--- src/hw/gim_defs.svh ---
// timing, pin and bit-position constants for the gyro two-wire master
`ifndef GIM_DEFS_SVH
`define GIM_DEFS_SVH

`define GIM_CLK_NS 10
// quarter of a 100 kHz bus bit
`define GIM_T_QTR_NS 2500
`define GIM_QTR_CYC ((`GIM_T_QTR_NS + `GIM_CLK_NS - 1) / `GIM_CLK_NS)
`define GIM_TMR_W 16
// upper six address bits are a plain default; the strap sets bit 0
`define GIM_ADDR_BASE 7'h58
`define GIM_BUF_DEPTH 2
`define GIM_BIT_ACK 4'h8
`define GIM_PH_SAMPLE 2'h2
`define GIM_PH_LAST 2'h3
`define GIM_DIR_WR 1'h0
`define GIM_DIR_RD 1'h1
`define GIM_ACK 1'h0
`define GIM_NACK 1'h1

`endif

--- src/hw/gim_pkg.sv ---
// types shared by the gyro two-wire master
package gim_pkg;

   typedef enum logic [1:0] {
      GIM_MODE_AUTO = 2'h0,
      GIM_MODE_EVEN = 2'h1,
      GIM_MODE_ODD  = 2'h2
   } gim_mode_type;

   typedef enum logic [2:0] {
      GIM_ST_IDLE  = 3'b000,
      GIM_ST_START = 3'b001,
      GIM_ST_BIT   = 3'b010,
      GIM_ST_WAIT  = 3'b011,
      GIM_ST_STOP  = 3'b100
   } gim_state_type;

   typedef enum logic [2:0] {
      GIM_SP_ADDRW = 3'b000,
      GIM_SP_REG   = 3'b001,
      GIM_SP_WDATA = 3'b010,
      GIM_SP_ADDRR = 3'b011,
      GIM_SP_RDATA = 3'b100
   } gim_step_type;

endpackage

--- src/hw/gim_buf.sv ---
// small shift-style buffer with valid/ready on both sides
`timescale 1ns/10ps
module gim_buf #(
   parameter int unsigned WIDTH = 8,
   parameter int unsigned DEPTH = 2
) (
   // clock and reset
   input wire logic clk_i,
   input wire logic rst_n_i,
   // fill side
   input wire logic in_valid_i,
   output logic in_ready_o,
   input wire logic [WIDTH-1:0] in_data_i,
   // drain side
   output logic out_valid_o,
   input wire logic out_ready_i,
   output logic [WIDTH-1:0] out_data_o
);
   localparam int unsigned CW = $clog2(DEPTH + 1);

   logic [WIDTH-1:0] mem_q [DEPTH];
   logic [CW-1:0] cnt_q;
   logic [CW-1:0] cnt_d;
   logic [CW-1:0] wpos;
   logic push;
   logic pop;

   assign push = in_valid_i && in_ready_o;
   assign pop = out_valid_o && out_ready_i;
   assign wpos = pop ? cnt_q - CW'(1) : cnt_q;
   assign out_data_o = mem_q[0];

   always_comb begin
      cnt_d = cnt_q + CW'(push) - CW'(pop);
   end

   // flags come from flops so both sides see clean levels
   always_ff @(posedge clk_i or negedge rst_n_i) begin
      if (!rst_n_i) begin
         cnt_q <= '0;
         out_valid_o <= 1'h0;
         in_ready_o <= 1'h1;
      end else begin
         cnt_q <= cnt_d;
         out_valid_o <= (cnt_d != '0);
         in_ready_o <= (cnt_d != CW'(DEPTH));
      end
   end

   // head always sits in entry 0
   always_ff @(posedge clk_i or negedge rst_n_i) begin
      if (!rst_n_i) begin
         for (int i = 0; i < DEPTH; i++) begin
            mem_q[i] <= '0;
         end
      end else begin
         for (int i = 0; i < DEPTH; i++) begin
            if (push && CW'(i) == wpos) begin
               mem_q[i] <= in_data_i;
            end else if (pop && i < DEPTH - 1) begin
               mem_q[i] <= mem_q[(i + 1) % DEPTH];
            end
         end
      end
   end

endmodule // gim_buf

--- src/hw/gim_master.sv ---
// two-wire bus master that reads and writes the gyro register port
`timescale 1ns/10ps
`include "gim_defs.svh"

// Functional notes
// - start, bus address, register, then stop/restart
// - address byte: seven bits then direction
// - every byte followed by one ack bit
// - master makes nine clocks per byte
// - transmitter releases data during ack
// - master nacks last byte it reads
// - even mode: extra bit is even parity
// - odd mode: extra bit is odd parity
// - single write: address, register, data, stop
// - burst write repeats data and ack
// - single read via restart, nack, stop
// - burst read: master acks each byte but the last
module gim_master #(
   parameter int unsigned QTR_CYC = `GIM_QTR_CYC,
   parameter logic [6:0] ADDR_BASE = `GIM_ADDR_BASE,
   parameter int unsigned BUF_DEPTH = `GIM_BUF_DEPTH
) (
   // clock and reset
   input wire logic clk_i,
   input wire logic rst_n_i,
   // command
   input wire logic cmd_valid_i,
   output logic cmd_ready_o,
   input wire logic cmd_read_i,
   input wire logic [5:0] cmd_reg_i,
   input wire logic [7:0] cmd_len_i,
   input wire gim_pkg::gim_mode_type cmd_mode_i,
   input wire logic cmd_keep_i,
   // write data
   input wire logic wr_valid_i,
   output logic wr_ready_o,
   input wire logic [7:0] wr_data_i,
   // read data
   output logic rd_valid_o,
   input wire logic rd_ready_i,
   output logic [7:0] rd_data_o,
   // status
   output logic done_o,
   output logic nack_o,
   // pins
   input wire logic address_select_pin_i,
   input wire logic scl_i,
   output logic scl_o,
   output logic scl_oe_n_o,
   input wire logic serial_data_pin_i,
   output logic serial_data_pin_o,
   output logic serial_data_pin_oe_n_o
);
   import gim_pkg::*;

   localparam logic [`GIM_TMR_W-1:0] TMAX = `GIM_TMR_W'(QTR_CYC - 1);

   function automatic logic [7:0] addr_byte(input logic [6:0] a,
                                            input logic dir);
      addr_byte = {a, dir};
   endfunction

   function automatic logic [7:0] reg_byte(input logic [5:0] r,
                                           input gim_mode_type m,
                                           input logic keep);
      logic x;
      x = keep;
      if (m == GIM_MODE_EVEN) x = ^r;
      else if (m == GIM_MODE_ODD) x = ~^r;
      reg_byte = {1'h0, x, r};
   endfunction

   logic [1:0] rst_sync_q;
   logic rst_n;
   logic [2:0] pin_m_q;
   logic [2:0] pin_s_q;
   logic scl_s;
   logic sda_s;
   logic sel_s;
   gim_state_type state_q;
   gim_step_type step_q;
   gim_mode_type mode_q;
   logic [1:0] ph_q;
   logic [3:0] bit_q;
   logic [`GIM_TMR_W-1:0] tmr_q;
   logic [7:0] sh_q;
   logic [7:0] regb_q;
   logic [7:0] cnt_q;
   logic [6:0] addr_q;
   logic read_q;
   logic ack_q;
   logic err_q;
   logic scl_q;
   logic sda_q;
   logic scl_d;
   logic sda_d;
   logic push_q;
   logic buf_ready;
   logic adv;
   logic rx;

   assign rst_n = rst_sync_q[1];
   assign scl_s = pin_s_q[0];
   assign sda_s = pin_s_q[1];
   assign sel_s = pin_s_q[2];
   assign rx = (step_q == GIM_SP_RDATA);
   // a released clock waits for the line to rise: slave stretching
   assign adv = (tmr_q == TMAX) && (!scl_q || scl_s);
   assign scl_o = scl_q;
   assign scl_oe_n_o = scl_q;
   assign serial_data_pin_o = sda_q;
   assign serial_data_pin_oe_n_o = sda_q;

   always_ff @(posedge clk_i or negedge rst_n_i) begin
      if (!rst_n_i) rst_sync_q <= 2'h0;
      else rst_sync_q <= {rst_sync_q[0], 1'h1};
   end

   always_ff @(posedge clk_i or negedge rst_n) begin
      if (!rst_n) begin
         pin_m_q <= 3'h7;
         pin_s_q <= 3'h7;
      end else begin
         pin_m_q <= {address_select_pin_i, serial_data_pin_i, scl_i};
         pin_s_q <= pin_m_q;
      end
   end

   always_ff @(posedge clk_i or negedge rst_n) begin
      if (!rst_n) tmr_q <= '0;
      else if (state_q == GIM_ST_IDLE || state_q == GIM_ST_WAIT || adv)
         tmr_q <= '0;
      else if (tmr_q != TMAX) tmr_q <= tmr_q + `GIM_TMR_W'(1);
   end

   // line levels per phase; scl high only in phases 1 and 2 of a bit
   always_comb begin
      scl_d = 1'h1;
      sda_d = 1'h1;
      case (state_q)
         GIM_ST_START: begin
            scl_d = (ph_q == 2'h0) ? scl_q : (ph_q != `GIM_PH_LAST);
            sda_d = (ph_q < 2'h2);
         end
         GIM_ST_BIT: begin
            scl_d = (ph_q == 2'h1) || (ph_q == `GIM_PH_SAMPLE);
            if (bit_q != `GIM_BIT_ACK) sda_d = rx ? 1'h1 : sh_q[7];
            else if (rx) sda_d = (cnt_q == 8'h1);
            else sda_d = 1'h1;
         end
         GIM_ST_WAIT: scl_d = 1'h0;
         GIM_ST_STOP: begin
            scl_d = (ph_q != 2'h0);
            sda_d = (ph_q >= `GIM_PH_SAMPLE);
         end
         default: ;
      endcase
   end

   always_ff @(posedge clk_i or negedge rst_n) begin
      if (!rst_n) begin
         scl_q <= 1'h1;
         sda_q <= 1'h1;
      end else begin
         scl_q <= scl_d;
         sda_q <= sda_d;
      end
   end

   always_ff @(posedge clk_i or negedge rst_n) begin
      if (!rst_n) begin
         state_q <= GIM_ST_IDLE;
         step_q <= GIM_SP_ADDRW;
         mode_q <= GIM_MODE_AUTO;
         ph_q <= 2'h0;
         bit_q <= 4'h0;
         sh_q <= 8'h0;
         regb_q <= 8'h0;
         cnt_q <= 8'h0;
         addr_q <= 7'h0;
         read_q <= 1'h0;
         ack_q <= 1'h0;
         err_q <= 1'h0;
         push_q <= 1'h0;
         done_o <= 1'h0;
         cmd_ready_o <= 1'h1;
         wr_ready_o <= 1'h0;
      end else begin
         push_q <= 1'h0;
         done_o <= 1'h0;
         case (state_q)
            GIM_ST_IDLE: begin
               if (cmd_valid_i && cmd_ready_o) begin
                  cmd_ready_o <= 1'h0;
                  read_q <= cmd_read_i;
                  // a read always fetches at least one byte
                  cnt_q <= (cmd_read_i && cmd_len_i == 8'h0) ? 8'h1
                                                            : cmd_len_i;
                  mode_q <= cmd_mode_i;
                  regb_q <= reg_byte(cmd_reg_i, cmd_mode_i,
                                     cmd_keep_i);
                  addr_q <= {ADDR_BASE[6:1], sel_s};
                  sh_q <= addr_byte({ADDR_BASE[6:1], sel_s},
                                    `GIM_DIR_WR);
                  step_q <= GIM_SP_ADDRW;
                  err_q <= 1'h0;
                  ph_q <= 2'h0;
                  state_q <= GIM_ST_START;
               end
            end
            GIM_ST_START: begin
               if (adv) begin
                  ph_q <= ph_q + 2'h1;
                  if (ph_q == `GIM_PH_LAST) begin
                     bit_q <= 4'h0;
                     state_q <= GIM_ST_BIT;
                  end
               end
            end
            GIM_ST_BIT: begin
               if (adv) begin
                  ph_q <= ph_q + 2'h1;
                  if (ph_q == `GIM_PH_SAMPLE) begin
                     if (bit_q == `GIM_BIT_ACK) ack_q <= sda_s;
                     else if (rx) sh_q <= {sh_q[6:0], sda_s};
                  end else if (ph_q == `GIM_PH_LAST) begin
                     bit_q <= bit_q + 4'h1;
                     if (bit_q != `GIM_BIT_ACK && !rx)
                        sh_q <= {sh_q[6:0], 1'h0};
                     if (bit_q == `GIM_BIT_ACK) begin
                        bit_q <= 4'h0;
                        if (!rx && ack_q == `GIM_NACK) begin
                           err_q <= 1'h1;
                           state_q <= GIM_ST_STOP;
                        end else begin
                           case (step_q)
                              GIM_SP_ADDRW: begin
                                 sh_q <= regb_q;
                                 step_q <= GIM_SP_REG;
                              end
                              GIM_SP_REG: begin
                                 if (read_q) begin
                                    sh_q <= addr_byte(addr_q, `GIM_DIR_RD);
                                    step_q <= GIM_SP_ADDRR;
                                    state_q <= GIM_ST_START;
                                 end else if (cnt_q == 8'h0) begin
                                    state_q <= GIM_ST_STOP;
                                 end else begin
                                    step_q <= GIM_SP_WDATA;
                                    state_q <= GIM_ST_WAIT;
                                    wr_ready_o <= 1'h1;
                                 end
                              end
                              GIM_SP_WDATA: begin
                                 cnt_q <= cnt_q - 8'h1;
                                 if (cnt_q == 8'h1) begin
                                    state_q <= GIM_ST_STOP;
                                 end else begin
                                    state_q <= GIM_ST_WAIT;
                                    wr_ready_o <= 1'h1;
                                 end
                              end
                              GIM_SP_ADDRR: begin
                                 step_q <= GIM_SP_RDATA;
                                 state_q <= GIM_ST_WAIT;
                              end
                              default: begin
                                 cnt_q <= cnt_q - 8'h1;
                                 push_q <= 1'h1;
                                 state_q <= (cnt_q == 8'h1) ? GIM_ST_STOP
                                                            : GIM_ST_WAIT;
                              end
                           endcase
                        end
                     end
                  end
               end
            end
            GIM_ST_WAIT: begin
               // clock is held low until data or buffer room exists
               ph_q <= 2'h0;
               if (step_q == GIM_SP_WDATA) begin
                  if (wr_valid_i) begin
                     sh_q <= wr_data_i;
                     wr_ready_o <= 1'h0;
                     state_q <= GIM_ST_BIT;
                  end
               end else if (buf_ready && !push_q) begin
                  state_q <= GIM_ST_BIT;
               end
            end
            GIM_ST_STOP: begin
               if (adv) begin
                  ph_q <= ph_q + 2'h1;
                  if (ph_q == `GIM_PH_LAST) begin
                     done_o <= 1'h1;
                     cmd_ready_o <= 1'h1;
                     state_q <= GIM_ST_IDLE;
                  end
               end
            end
            default: state_q <= GIM_ST_IDLE;
         endcase
      end
   end

   assign nack_o = err_q;

   gim_buf #(
      .WIDTH(8),
      .DEPTH(BUF_DEPTH)
   ) u_rd_buf (
      .clk_i(clk_i),
      .rst_n_i(rst_n),
      .in_valid_i(push_q),
      .in_ready_o(buf_ready),
      .in_data_i(sh_q),
      .out_valid_o(rd_valid_o),
      .out_ready_i(rd_ready_i),
      .out_data_o(rd_data_o)
   );
endmodule // gim_master

--- config.mk ---
export PLATFORM = sky130hd
export DESIGN_NAME = gim_master
export DESIGN_NICKNAME = d
export VERILOG_FILES = /design/src/hw/gim_pkg.sv /design/src/hw/gim_buf.sv /design/src/hw/gim_master.sv
export VERILOG_INCLUDE_DIRS = /design/src /design/src/hw
export SDC_FILE = /design/constraint.sdc
export NUM_CORES = 1
export LEC_CHECK = 0
export BUFFER_PORTS_ARGS = -buffer_cell sky130_fd_sc_hd__buf_4
export CAP_MARGIN = 20
export CORE_MARGIN = 2
export CORE_UTILIZATION = 30
export CTS_CLUSTER_DIAMETER = 40
export DETAILED_ROUTE_END_ITERATION = 6
export PLACE_DENSITY = 0.51
export SLEW_MARGIN = 0
export SYNTH_ARGS = -nofsm -noshare
export SYNTH_HDL_FRONTEND = slang
export SYNTH_SLANG_ARGS = --single-unit
--- constraint.sdc ---
create_clock -name clk_i -period 3.6 [get_ports clk_i]
set_input_delay 0.36 -clock clk_i [delete_from_list [all_inputs] [get_ports clk_i]]
set_output_delay 0.36 -clock clk_i [all_outputs]
set_load 0.05 [all_outputs]
==> impl_metrics.toml <==
[finish]
syn2layout_area_growth_pct = 17.0
antenna_cells = 0
final_cells = 811
layout_commonest_cell = "dfrtp_1"
drive_above_1_share_pct = 19.0
final_cell_mix = "79 x dfrtp_1, 59 x buf_4, 53 x nand2_1, 50 x nor2_1, 34 x o21ai_0"
fill_cells = 1695
finalNetCount = 632

[timing]
relSlewSlack_pct = 59.1
tightestPinTransition_ps = 612
fin_crit_ps = 2850
whs_ps = 118
rsz0062_at_grt = "false"
setup_viol = 0
fin_setup_tns_ps = 0
finClkSkew_ps = 8.06
timing.fmax_mhz = 351
final-hold-violation-count = 0
period_share_pct = 79.1
drv_slew = 0

[clocking]
clkTransAtPathRegs_ps = 60
tritoncts = "yes"
post_cts_buffers = 0
cts_resized = 0
cts-root-buf = "clkbuf_16"
cts.sinks = 90
cts_max_path_buffers = 2
postCtsHoldBufs = 1
cts-htree-levels = 3
cts_buffers = 9
clkLatencyLatePin_ps = 350

[synth]
ys_types = 70
syn_inst = 553
netlist.area_leader.share_pct = 38.8
ys_seq_area_share_pct = 43.8
synthFlopType = "dfrtp_1"
yosysTopAreaCell = "dfrtp_1"
synth_edf_count = 0
syn_area_mm2 = 0.00517
yosys-top-cells-area = "dfrtp_1 39%, dfstp_2 5.1%, nand2_1 3.9%, nor2_1 3.6%, o21ai_0 3.3%"
yosys_warnings = 0
async_flop_share_pct = 100
synth-seq-cells = 90
syn_avg_cell_area_um2 = 9.34
synth_fp_nets = 599

[detailed_routing]
vias = 4263
drtIter0Drc = 319
ant_nets = 0
avgRoutedWirePerCell_um = 16.0
vias_per_cell = 5.26
wl_mm = 13.0
drc = 0
firstDrtPassIters = 5

[status]
outcome = "finished clean"

[hold_path]
hold_class = "in -> reg"
hold_path_depth = 1

[global_routing]
grt_antenna_before_repair = 0
grt.overflow.total = 0
track_usage_pct = 15.0
grt_pass1_wl_mm = 21.8
grt_pass1_vias = 4209
grt_max_degree = 81

[worst_setup_path]
startpoint_type = "flip-flop"
worstSetupEndpoint = "cnt_q[1]$_DFFE_PN0P_"
path_max_fanout = 29
cp.required_ps = 3830
rr_endpoint = "cnt_q[1]$_DFFE_PN0P_"
reg2reg_depth = 4
end_kind = "flip-flop"
r2r_slack_ps = 750
critPathLaunch = "state_q[1]$_DFFE_PN0P_"
critPathArrivalTime_ps = 3080
path_class = "reg -> reg"
r2r_start = "state_q[1]$_DFFE_PN0P_"

[placement]
dp_cells = 793
io_buffers = 50
gp_congestion = 0.873
hpwl_mm = 9.56

[pwr]
peakVddDrop_mv = 0.277
leakage_nw = 2.82
powerDensity_mw_per_mm2 = 370

[floorplan]
io_pins = 51
start_util_pct = 30.9
die_area_mm2 = 0.0183
die_y_um = 135
die_w_um = 135
core_mm2 = 0.0167
num_rows = 47

[job]
max-cap-violations = 0
area by class of cell:
class                      instances  area, µm²  share of cell area [%]
multi-input combinational        404       2630                    43.5
sequential                        90       2270                    37.5
timing repair buffer              61        480                    7.95
tap                              220        275                    4.55
clock buffer                      10        239                    3.95
clock inverter                     6       75.1                    1.24
inverter                          20       75.1                    1.24
cell families after synthesis:
logic type / count (synthesis) / share of synthesized area (%)
AO/OA/AOI/OAI: 135 / 18.1
XOR/XNOR: 23 / 3.90
adder cells (fa/ha/maj): 13 / 3.10
buffers and inverters: 59 / 5.35
flip-flops: 90 / 43.8
multiplexers: 25 / 5.21
other: 1 / 0.0726
AND/OR/NAND/NOR: 207 / 20.4
cells in the mapped netlist, types with 9 or more instances:
cell       n
nand2_1   53
a21oi_1   30
ha_1      12
dfrtp_1   80
nor2b_1    9
buf_4     10
xor2_1    10
nand3_1   17
xnor2_1   13
dfstp_2   10
o21ai_0   34
nor3_1    15
nand2b_1   9
nor2_1    50
mux2_2    11
clkbuf_1  24
mux2i_1   13
inv_1     19
worst min path at each step:
stage | startpoint | to | slack (ps)
floorplan | rst_n_i | rst_sync_q[0]$_DFF_PN0_ | 60
global placement | rst_n_i | rst_sync_q[0]$_DFF_PN0_ | 150
detailed placement | rst_n_i | rst_sync_q[0]$_DFF_PN0_ | 150
CTS | serial_data_pin_i | pin_m_q[1]$_DFF_PN1_ | 100
global route | scl_i | pin_m_q[0]$_DFF_PN1_ | 90
finish | serial_data_pin_i | pin_m_q[1]$_DFF_PN1_ | 120
registers in the layout (all words and copies together), names as in the netlist, 4 cells and up:
name,cells
tmr_q,16
cnt_q,8
sh_q,8
u_rd_buf.mem_q,8
u_rd_buf.out_data_o,8
regb_q,7
bit_q,4
through the flow:
| stage | power, mW | util, % | instance area [µm²] | worst slack [ps] |
|---|---|---|---|---|
| 2_1_floorplan | 1.20 | - | 5170 | 925 |
| 3_3_place_gp | 1.27 | 34.1 | 5690 | 921 |
| 3_5_place_dp | 1.27 | 34.1 | 5690 | 848 |
| 4_1_cts | 2.27 | 36.0 | 6020 | 805 |
| 5_1_grt | 2.34 | 36.2 | 6040 | 611 |
| 6_report | 2.23 | 36.2 | 6040 | 753 |
report_power, final:
part | switching, mW | internal [mW]
registers | 0.0204 | 1.04
clock network | 0.414 | 0.565
logic | 0.100 | 0.0906
total | 0.534 | 1.70
metal layers:
metal,track usage (%),up-vias,part of all wire (%)
met5,0,-,0
met4,3.53,0,0.96
met3,4.56,9,6.1
met2,23.4,131,46
met1,20.5,2064,47
li1,-,2059,-
critical path, cell delays in order, from the launching register on:
cell     delay (ps)
dfrtp_1         720
or3b_2          780
a31oi_1         530
or2_1           370
mux2_4          330
Power figures use the tool's default switching activity.
